==> src/inc/vxcr_map.vh <==
// register indices, field positions and reset values of the extended control bank
`ifndef VXCR_MAP_VH
`define VXCR_MAP_VH
`define VXCR_IDX_DISP_ADDR_EXT   8'h30
`define VXCR_IDX_COMPAT_SCAN     8'h31
`define VXCR_IDX_CPU_PAGE        8'h32
`define VXCR_IDX_EEPROM_MEMW     8'h33
`define VXCR_IDX_CRTC_WP         8'h34
`define VXCR_IDX_BLANK_CURSOR    8'h35
`define VXCR_IDX_LINEAR_ADDR     8'h36
`define VXCR_REG_COUNT           7
`define VXCR_RESET_VAL           8'h00
// display_address_ext
`define VXCR_B_CURSOR_A16        2
`define VXCR_B_RESV_1MB          3
`define VXCR_B_RESV_512K         4
`define VXCR_B_EXT_256COLOR      5
`define VXCR_B_START_A16         6
// compat_scan_control
`define VXCR_B_EGA_IO            0
`define VXCR_B_EGA_REGS          1
`define VXCR_F_SCAN_HI           5
`define VXCR_F_SCAN_LO           3
`define VXCR_B_VTIME_DIV2        6
// scan function codes
`define VXCR_SCAN_NORMAL         3'h0
`define VXCR_SCAN_GR_DOUBLE      3'h1
`define VXCR_SCAN_GR_3OF4        3'h2
`define VXCR_SCAN_TX_DOUBLE      3'h5
`define VXCR_SCAN_TX_3OF4        3'h6
// cpu_page_select
`define VXCR_F_WPAGE_HI          4
`define VXCR_F_WPAGE_LO          1
`define VXCR_F_WPAGE_LOW3_HI     3
`define VXCR_F_RPAGE_HI          7
`define VXCR_F_RPAGE_LO          5
// eeprom_memwidth_control
`define VXCR_B_EE_DATA           0
`define VXCR_B_EE_CLOCK          1
`define VXCR_B_EE_SELECT         3
`define VXCR_B_MEMWIDTH          5
`define VXCR_B_ONE_BIT_MAP       6
`define VXCR_B_SHORT_DBLSCAN     7
// crtc_write_protect
`define VXCR_B_WP_MAXSCAN        2
`define VXCR_B_WP_VTIMING        3
`define VXCR_B_WP_CURSOR         4
`define VXCR_B_WP_ROW_UL         5
`define VXCR_B_WP_HTIMING        6
// blanking_cursor_control
`define VXCR_B_BLANK_DE          0
`define VXCR_B_BLANK_INV         1
`define VXCR_B_CURSOR_PLUS5      6
`define VXCR_CURSOR_OFFSET       5'h05
// linear_addr_control
`define VXCR_B_ADDR_ABOVE_64K    0
`define VXCR_B_LINEAR_256        2
`endif

==> src/verilog/vxcr_ext_regs.v <==
// indexed extended control register bank with decoded control outputs
`timescale 1ns/10ps
`include "vxcr_map.vh"

// Functional notes
// - in extended modes cursor and start address bit 16 come from display_address_ext.
// - reserved vga memory: bit3 gives 1MB, else bit4 picks 512KB or 256KB.
// - bit 5 forces 256-color pixel mode while in extended modes.
// - bit 0 remaps I/O decodes to EGA addresses; bit 1 makes registers EGA-like.
// - general-purpose bits store and read back writes with no side effect.
// - 3-bit scan field selects normal, double or 3-of-4 scanning per mode.
// - compat bit 6 halves vertical timing parameters, else current clock rate.
// - write page bits 4:1 select one of sixteen blocks, 0 to 15, of 64K or 128K.
// - with separate paging off, low three write-page bits 3:1 page reads; writes use all four.
// - with separate paging on, bits 7:5 select the read page.
// - 128K aperture enable switches page granularity between 64K and 128K.
// - EEPROM data, clock and select pins follow register bits 0, 1 and 3.
// - memory width bit meaning inverts when the board strap pulls low.
// - EEPROM register bit 6 enables one-bit-per-map memory mapping.
// - EEPROM register bit 7 double-scans screens of 150 to 250 lines.
// - write-protect bit 3 blocks writes to vertical timing CRTC fields.
// - write-protect bit 6 guards horizontal CRTC 00..07, bit 4 of 07 excepted.
// - bits 2, 4 and 5 guard max-scan, cursor, preset-row and underline fields.
// - blanking bit 0 sends display enable as blank, bit 1 inverts the pin.
// - blanking bit 6 adds five to cursor start and end scan lines.
// - addressing bit 0 lets the display address counter pass 64KB.
// - addressing bit 2 selects linear addressing in 256-color mode.
// - one indexed port; 16-bit write carries index low, data high.
module vxcr_ext_regs (
   clock,
   reset,
   io_index,
   io_wdata,
   io_write,
   io_rdata,
   ext_mode,
   graphics_mode,
   separate_paging_select_reg,
   aperture_128k_enable_reg,
   memwidth_strap_pin,
   display_enable,
   cursor_start_in,
   cursor_end_in,
   cursor_addr_a16,
   start_addr_a16,
   vga_mem_reserve,
   pixel_256color,
   ega_io_decode,
   ega_reg_compat,
   scan_double,
   scan_3of4,
   vtiming_div2,
   write_block,
   read_block,
   block_128k,
   eeprom_data,
   eeprom_clock,
   eeprom_select,
   mem_16bit,
   one_bit_per_map,
   short_screen_dblscan,
   wp_vtiming,
   wp_htiming,
   wp_max_scan,
   wp_cursor,
   wp_row_underline,
   blank_out_n,
   cursor_start_out,
   cursor_end_out,
   addr_above_64k,
   linear_256
);
   input  wire       clock;
   input  wire       reset;
   input  wire [7:0] io_index;
   input  wire [7:0] io_wdata;
   input  wire       io_write;
   output reg  [7:0] io_rdata;
   input  wire       ext_mode;
   input  wire       graphics_mode;
   input  wire       separate_paging_select_reg;
   input  wire       aperture_128k_enable_reg;
   input  wire       memwidth_strap_pin;
   input  wire       display_enable;
   input  wire [4:0] cursor_start_in;
   input  wire [4:0] cursor_end_in;
   output reg        cursor_addr_a16;
   output reg        start_addr_a16;
   output reg  [1:0] vga_mem_reserve;
   output reg        pixel_256color;
   output reg        ega_io_decode;
   output reg        ega_reg_compat;
   output reg        scan_double;
   output reg        scan_3of4;
   output reg        vtiming_div2;
   output reg  [3:0] write_block;
   output reg  [3:0] read_block;
   output reg        block_128k;
   output reg        eeprom_data;
   output reg        eeprom_clock;
   output reg        eeprom_select;
   output reg        mem_16bit;
   output reg        one_bit_per_map;
   output reg        short_screen_dblscan;
   output reg        wp_vtiming;
   output reg        wp_htiming;
   output reg        wp_max_scan;
   output reg        wp_cursor;
   output reg        wp_row_underline;
   output reg        blank_out_n;
   output reg  [4:0] cursor_start_out;
   output reg  [4:0] cursor_end_out;
   output reg        addr_above_64k;
   output reg        linear_256;

   // vga_mem_reserve codes
   localparam [1:0] RESV_256K = 2'h0;
   localparam [1:0] RESV_512K = 2'h1;
   localparam [1:0] RESV_1MB  = 2'h2;

   reg  [7:0] display_address_ext_reg;
   reg  [7:0] compat_scan_control_reg;
   reg  [7:0] cpu_page_select_reg;
   reg  [7:0] eeprom_memwidth_control_reg;
   reg  [7:0] crtc_write_protect_reg;
   reg  [7:0] blanking_cursor_control_reg;
   reg  [7:0] linear_addr_control_reg;

   // strap synchroniser, three stages
   reg        strap_s1_reg;
   reg        strap_s2_reg;
   reg        strap_s3_reg;
   reg        strap_low_reg;

   // one write enable per register of the bank
   wire [`VXCR_REG_COUNT-1:0] wr_en;

   // index match helper
   function hit;
      input [7:0] idx;
      input [7:0] target;
      begin
         hit = (idx == target);
      end
   endfunction

   // index of the n-th register, indices run consecutively
   function [7:0] idx_of;
      input integer n;
      begin
         idx_of = `VXCR_IDX_DISP_ADDR_EXT + n[7:0];
      end
   endfunction

   // write enable decode per register
   genvar gi;
   generate
      for (gi = 0; gi < `VXCR_REG_COUNT; gi = gi + 1) begin : g_wr_en
         assign wr_en[gi] = io_write & hit(io_index, idx_of(gi));
      end
   endgenerate

   // register writes, index in low byte and data in high byte
   always @(posedge clock or posedge reset) begin
      if (reset) begin
         display_address_ext_reg     <= `VXCR_RESET_VAL;
         compat_scan_control_reg     <= `VXCR_RESET_VAL;
         cpu_page_select_reg         <= `VXCR_RESET_VAL;
         eeprom_memwidth_control_reg <= `VXCR_RESET_VAL;
         crtc_write_protect_reg      <= `VXCR_RESET_VAL;
         blanking_cursor_control_reg <= `VXCR_RESET_VAL;
         linear_addr_control_reg     <= `VXCR_RESET_VAL;
      end else begin
         if (wr_en[0])
            display_address_ext_reg <= io_wdata;
         if (wr_en[1])
            compat_scan_control_reg <= io_wdata;
         if (wr_en[2])
            cpu_page_select_reg <= io_wdata;
         if (wr_en[3])
            eeprom_memwidth_control_reg <= io_wdata;
         if (wr_en[4])
            crtc_write_protect_reg <= io_wdata;
         if (wr_en[5])
            blanking_cursor_control_reg <= io_wdata;
         if (wr_en[6])
            linear_addr_control_reg <= io_wdata;
      end
   end

   // read back of the indexed register
   always @* begin
      case (io_index)
         `VXCR_IDX_DISP_ADDR_EXT: io_rdata = display_address_ext_reg;
         `VXCR_IDX_COMPAT_SCAN:   io_rdata = compat_scan_control_reg;
         `VXCR_IDX_CPU_PAGE:      io_rdata = cpu_page_select_reg;
         `VXCR_IDX_EEPROM_MEMW:   io_rdata = eeprom_memwidth_control_reg;
         `VXCR_IDX_CRTC_WP:       io_rdata = crtc_write_protect_reg;
         `VXCR_IDX_BLANK_CURSOR:  io_rdata = blanking_cursor_control_reg;
         `VXCR_IDX_LINEAR_ADDR:   io_rdata = linear_addr_control_reg;
         default:                 io_rdata = `VXCR_RESET_VAL;
      endcase
   end

   // strap sampling
   always @(posedge clock or posedge reset) begin
      if (reset) begin
         strap_s1_reg  <= 1'b1;
         strap_s2_reg  <= 1'b1;
         strap_s3_reg  <= 1'b1;
         strap_low_reg <= 1'b0;
      end else begin
         strap_s1_reg <= memwidth_strap_pin;
         strap_s2_reg <= strap_s1_reg;
         strap_s3_reg <= strap_s2_reg;
         if (strap_s2_reg == strap_s3_reg)
            strap_low_reg <= ~strap_s3_reg;
      end
   end

   // address bit 16, memory reserve and pixel mode
   always @(posedge clock or posedge reset) begin
      if (reset) begin
         cursor_addr_a16 <= 1'b0;
         start_addr_a16  <= 1'b0;
         vga_mem_reserve <= RESV_256K;
         pixel_256color  <= 1'b0;
      end else begin
         cursor_addr_a16 <= ext_mode &
            display_address_ext_reg[`VXCR_B_CURSOR_A16];
         start_addr_a16 <= ext_mode &
            display_address_ext_reg[`VXCR_B_START_A16];
         if (display_address_ext_reg[`VXCR_B_RESV_1MB])
            vga_mem_reserve <= RESV_1MB;
         else if (display_address_ext_reg[`VXCR_B_RESV_512K])
            vga_mem_reserve <= RESV_512K;
         else
            vga_mem_reserve <= RESV_256K;
         pixel_256color <= ext_mode &
            display_address_ext_reg[`VXCR_B_EXT_256COLOR];
      end
   end

   // compatibility, scan function and vertical timing
   always @(posedge clock or posedge reset) begin
      if (reset) begin
         ega_io_decode  <= 1'b0;
         ega_reg_compat <= 1'b0;
         scan_double    <= 1'b0;
         scan_3of4      <= 1'b0;
         vtiming_div2   <= 1'b0;
      end else begin
         ega_io_decode  <= compat_scan_control_reg[`VXCR_B_EGA_IO];
         ega_reg_compat <= compat_scan_control_reg[`VXCR_B_EGA_REGS];
         case (compat_scan_control_reg[`VXCR_F_SCAN_HI:`VXCR_F_SCAN_LO])
            `VXCR_SCAN_GR_DOUBLE: begin
               scan_double <= graphics_mode;
               scan_3of4   <= 1'b0;
            end
            `VXCR_SCAN_GR_3OF4: begin
               scan_double <= 1'b0;
               scan_3of4   <= graphics_mode;
            end
            `VXCR_SCAN_TX_DOUBLE: begin
               scan_double <= ~graphics_mode;
               scan_3of4   <= 1'b0;
            end
            `VXCR_SCAN_TX_3OF4: begin
               scan_double <= 1'b0;
               scan_3of4   <= ~graphics_mode;
            end
            default: begin
               scan_double <= 1'b0;
               scan_3of4   <= 1'b0;
            end
         endcase
         vtiming_div2 <= compat_scan_control_reg[`VXCR_B_VTIME_DIV2];
      end
   end

   // cpu aperture paging
   always @(posedge clock or posedge reset) begin
      if (reset) begin
         write_block <= 4'h0;
         read_block  <= 4'h0;
         block_128k  <= 1'b0;
      end else begin
         write_block <=
            cpu_page_select_reg[`VXCR_F_WPAGE_HI:`VXCR_F_WPAGE_LO];
         if (separate_paging_select_reg)
            read_block <= {1'b0,
               cpu_page_select_reg[`VXCR_F_RPAGE_HI:`VXCR_F_RPAGE_LO]};
         else
            read_block <= {1'b0,
               cpu_page_select_reg[`VXCR_F_WPAGE_LOW3_HI:`VXCR_F_WPAGE_LO]};
         block_128k    <= aperture_128k_enable_reg;
      end
   end

   // serial eeprom pins
   always @(posedge clock or posedge reset) begin
      if (reset) begin
         eeprom_data   <= 1'b0;
         eeprom_clock  <= 1'b0;
         eeprom_select <= 1'b0;
      end else begin
         eeprom_data   <= eeprom_memwidth_control_reg[`VXCR_B_EE_DATA];
         eeprom_clock  <= eeprom_memwidth_control_reg[`VXCR_B_EE_CLOCK];
         eeprom_select <= eeprom_memwidth_control_reg[`VXCR_B_EE_SELECT];
      end
   end

   // memory width and mode bits
   always @(posedge clock or posedge reset) begin
      if (reset) begin
         mem_16bit            <= 1'b0;
         one_bit_per_map      <= 1'b0;
         short_screen_dblscan <= 1'b0;
      end else begin
         mem_16bit <= eeprom_memwidth_control_reg[`VXCR_B_MEMWIDTH] ^
            strap_low_reg;
         one_bit_per_map <=
            eeprom_memwidth_control_reg[`VXCR_B_ONE_BIT_MAP];
         short_screen_dblscan <=
            eeprom_memwidth_control_reg[`VXCR_B_SHORT_DBLSCAN];
      end
   end

   // crtc write protect levels
   always @(posedge clock or posedge reset) begin
      if (reset) begin
         wp_vtiming       <= 1'b0;
         wp_htiming       <= 1'b0;
         wp_max_scan      <= 1'b0;
         wp_cursor        <= 1'b0;
         wp_row_underline <= 1'b0;
      end else begin
         wp_vtiming       <= crtc_write_protect_reg[`VXCR_B_WP_VTIMING];
         wp_htiming       <= crtc_write_protect_reg[`VXCR_B_WP_HTIMING];
         wp_max_scan      <= crtc_write_protect_reg[`VXCR_B_WP_MAXSCAN];
         wp_cursor        <= crtc_write_protect_reg[`VXCR_B_WP_CURSOR];
         wp_row_underline <= crtc_write_protect_reg[`VXCR_B_WP_ROW_UL];
      end
   end

   // blanking output
   always @(posedge clock or posedge reset) begin
      if (reset) begin
         blank_out_n <= 1'b1;
      end else begin
         blank_out_n <= (blanking_cursor_control_reg[`VXCR_B_BLANK_DE] ?
            display_enable : 1'b1) ^
            blanking_cursor_control_reg[`VXCR_B_BLANK_INV];
      end
   end

   // cursor scan-line offset
   always @(posedge clock or posedge reset) begin
      if (reset) begin
         cursor_start_out <= 5'h00;
         cursor_end_out   <= 5'h00;
      end else begin
         if (blanking_cursor_control_reg[`VXCR_B_CURSOR_PLUS5]) begin
            cursor_start_out <= cursor_start_in + `VXCR_CURSOR_OFFSET;
            cursor_end_out   <= cursor_end_in + `VXCR_CURSOR_OFFSET;
         end else begin
            cursor_start_out <= cursor_start_in;
            cursor_end_out   <= cursor_end_in;
         end
      end
   end

   // linear addressing controls
   always @(posedge clock or posedge reset) begin
      if (reset) begin
         addr_above_64k <= 1'b0;
         linear_256     <= 1'b0;
      end else begin
         addr_above_64k <=
            linear_addr_control_reg[`VXCR_B_ADDR_ABOVE_64K];
         linear_256 <= linear_addr_control_reg[`VXCR_B_LINEAR_256];
      end
   end
endmodule // vxcr_ext_regs

==> config.mk <==
export PLATFORM = sky130hd
export DESIGN_NAME = vxcr_ext_regs
export DESIGN_NICKNAME = d
export VERILOG_FILES = /design/src/verilog/vxcr_ext_regs.v
export VERILOG_INCLUDE_DIRS = /design/src /design/src/inc
export SDC_FILE = /design/constraint.sdc
export NUM_CORES = 1
export LEC_CHECK = 0
export BUFFER_PORTS_ARGS = -buffer_cell sky130_fd_sc_hd__buf_2
export CAP_MARGIN = 20
export CORE_UTILIZATION = 25
export CTS_CLUSTER_DIAMETER = 150
export DETAILED_ROUTE_END_ITERATION = 16
export SLEW_MARGIN = 20
export SYNTH_ARGS = -nofsm -noshare
export SYNTH_HDL_FRONTEND = slang
export SYNTH_SLANG_ARGS = --single-unit
==> constraint.sdc <==
create_clock -name clock -period 9.1 [get_ports clock]
set_input_delay 1.82 -clock clock [delete_from_list [all_inputs] [get_ports clock]]
set_output_delay 1.82 -clock clock [all_outputs]
set_load 0.005 [all_outputs]
==> Implementation_results.wiki <==
{| class="wikitable"
! Metric !! Value
|-
| Post-cts hold buffer count || 0
|-
| Wire length per cell || 16.4 um
|-
| Cells along the critical path || buf_2 -> or4b_1 -> nor4_1 -> buf_4 -> nand2_1 -> o211ai_1 -> buf_2
|-
| Clock Latency Late Sink || 0.35 ns
|-
| Number of flops mapped to enable cells by yosys || 0
|-
| Most frequent cells in the layout || 98 x dfrtp_1, 84 x buf_2, 62 x mux2_2
|-
| Setup Crit Path Kind || in2out
|-
| Final setup skew || 0.00438 ns
|-
| Number of nets in the layout || 396
|-
| Share of flip-flops with an asynchronous set or reset || 100%
|-
| GPL Wtd Cong || 0.771
|-
| Setup repair after global routing missed its margin || no
|-
| Global-route wire length before repair || 15000 um
|-
| Post-CTS repair timing setup buffer count || 0
|-
| Highest-delay cell along the critical path || nor4_1
|-
| Maximum count of clock buffers along a single path || 2
|-
| Static leakage || 2.55 nW
|-
| Data required, critical path || 7.28 ns
|-
| Maximum number of pins on one net before global-route repair || 60
|-
| DRC viols || 0
|-
| Cell family with the largest share of critical-path delay || simple AND/OR/NAND/NOR gates
|-
| Via count of the routed design || 2485
|-
| Synth top area cells || dfrtp_1 60%, mux2_2 17%, mux4_2 3.3%
|-
| Number of setup violations in the final report || 0
|-
| CTS tree || built
|-
| Fraction of final layout cells sized beyond drive strength 1 || 48.5%
|-
| Result of the run || completed
|-
| Die height || 130 um
|-
| Measured slew at the worst slew-check pin || 0.791 ns
|-
| Hold Fails Final Rpt || 0
|-
| Average vias per placed instance || 4.28
|-
| Area overhead of the layout relative to synthesis || 22.9%
|-
| Areal power density over the cells || 187 nW/um^2
|-
| Total Negative Setup Slacks || 0 ns
|-
| Final instance area || 5040 um^2
|-
| Largest vdd supply drop || 82.5 uV
|-
| Worst-path clk slew || 0.06 ns
|-
| Total standard cell area after synthesis || 4100 um^2
|-
| Final worst path period need || 5.69 ns
|-
| Period Utilization, post-route || 62.5%
|-
| Maximum net fanout on the critical path || 7
|-
| Most frequent standard cell in the layout excluding fill and tap cells || dfrtp_1
|-
| Placement row count || 46
|-
| Global-route usage over all layers || 12.2%
|-
| Post_cts resized || 0
|-
| Cell type with the largest total area after synthesis || dfrtp_1
|-
| Clock Tree Root || clkbuf_16
|-
| Achievable Freq || 0.176 GHz
|-
| Distinct cell type count after synthesis || 40
|-
| Post-Synthesis Mean Instance Area || 15.0 um^2
|-
| Data arrival at the endpoint of the critical path || 3.87 ns
|-
| Number of antenna violations at the first check in global routing || 1
|-
| Detail Placement HPWL || 6730 um
|-
| Largest stage delay on the critical path || 0.71 ns
|-
| Chip Width || 130 um
|-
| Combined buffer and inverter count along the critical path || 3
|-
| Clk sink count || 102
|-
| Area share of the largest cell type after synthesis || 59.8%
|-
| Hold/Removal Path Class || reg2reg
|-
| Full die area || 16900 um^2
|-
| Number of global-route vias before repair || 2626
|-
| Cell area after placement || 4750 um^2
|-
| Post-synth top flop || dfrtp_1
|-
| Max transition margin || 46.8%
|-
| Effective utilization at floorplan || 25.7%
|-
| Maximum capacitance violations || 0
|-
| Grt total ovfl || 0
|-
| Nature of the critical path endpoint || primary output
|-
| Number of clock buffers inserted by TritonCTS || 9
|-
| DRT Pass-1 Iters || 4
|-
| Most numerous cell on the critical path || buf_2
|-
| Placeable Area || 15900 um^2
|-
| Remaining antenna violation count || 0
|-
| Flip-flop and latch count after synthesis || 102
|-
| Share of synthesized area occupied by flip-flops and latches || 62.4%
|-
| Slew Limit Fails || 0
|-
| Depth of the CTS H-tree || 3
|-
| Kind of start point of the critical path || input pin
|-
| Warning count from the yosys run || 0
|-
| Starting DRT DRC Count || 137
|-
| Number of nets in the synthesized netlist || 310
|-
| Final worst hold slack || 0.359 ns
|-
| Routed WL || 9500 um
|-
| Number of I/O port buffers || 84
|-
| Ports || 86
|-
| Post-synthesis instance total || 273
|}
## synth_stat cells (2+ instances only)
cell type,instances
and2_1,3
nor2_1,2
xnor2_1,8
a21o_1,3
inv_1,3
nor3b_1,3
nor2b_1,3
mux4_2,6
nor3_1,3
mux2_2,62
o21ai_0,5
buf_4,2
a21oi_1,2
nand2b_1,3
o211ai_1,8
clkbuf_1,4
dfrtp_1,98
mux2i_1,10
nand2_1,16
dfstp_2,4
ha_1,2
xor2_1,3
buf_2,3
## power breakdown
part	leakage, nW	switching (W)	internal [W]
Sequential	1.37	0.0000120	0.000477
Combinational	1.04	0.0000354	0.0000331
Clock	0.143	0.000165	0.000220
## stage by stage
step / worst slack (ns) / power, W / util, % / std cells
2_1_floorplan: 4.02 / 0.000534 / - / 273
3_3_place_gp: 3.46 / 0.000565 / 29.8 / 564
3_5_place_dp: 3.42 / 0.000568 / 29.8 / 564
4_1_cts: 3.41 / 0.000961 / 31.6 / 579
5_1_grt: 3.26 / 0.000988 / 31.6 / 579
6_report: 3.41 / 0.000943 / 31.6 / 580
## cells by family (layout without fill, tap and decap cells)
family | count (synthesis) | count (layout) | synth area share [%]
other | 1 | 2 | 0.0914
AO/OA/AOI/OAI | 20 | 20 | 3.29
buffers and inverters | 14 | 104 | 1.74
AND/OR/NAND/NOR | 45 | 45 | 6.80
adder cells (fa/ha/maj) | 2 | 2 | 0.610
flip-flops | 102 | 102 | 62.4
XOR/XNOR | 11 | 11 | 2.35
multiplexers | 78 | 78 | 22.8
## metal layers
metal,vias up,wire length (um),global-route usage [%]
met5,-,0,0
met4,0,182,4.79
met3,14,497,4.10
met2,62,4710,19.4
met1,1262,4110,15.3
li1,1147,-,-
## final timing paths
kind                            slack [ns]  depth (start not counted)                                         end                                  startpoint
worst max register to register        7.99                          1                 cursor_end_out[1]$_DFF_PP0_  blanking_cursor_control_reg[6]$_DFFE_PP0P_
max in group asynchronous             6.42                          3  blanking_cursor_control_reg[5]$_DFFE_PP0P_                                       reset
min in group asynchronous             1.52                          2                     read_block[0]$_DFF_PP0_                                       reset
worst min-delay path                  0.36                          0                      strap_s2_reg$_DFF_PP1_                      strap_s1_reg$_DFF_PP1_
worst min register to register        0.36                          0                      strap_s2_reg$_DFF_PP1_                      strap_s1_reg$_DFF_PP1_
worst max-delay path                  3.41                          7                                 io_rdata[4]                                 io_index[3]
## final cells by class
| class | count | area, um^2 |
|---|---|---|
| Fill cell | 1619 | 10900 |
| Sequential cell | 102 | 2560 |
| Multi-Input combinational cell | 157 | 1470 |
| Timing Repair Buffer | 86 | 435 |
| Tap cell | 216 | 270 |
| Clock buffer | 12 | 246 |
| Clock inverter | 3 | 43.8 |
| Inverter | 3 | 13.8 |
| Antenna cell | 1 | 2.50 |
Note: power is estimated with default switching activity, not from simulation.
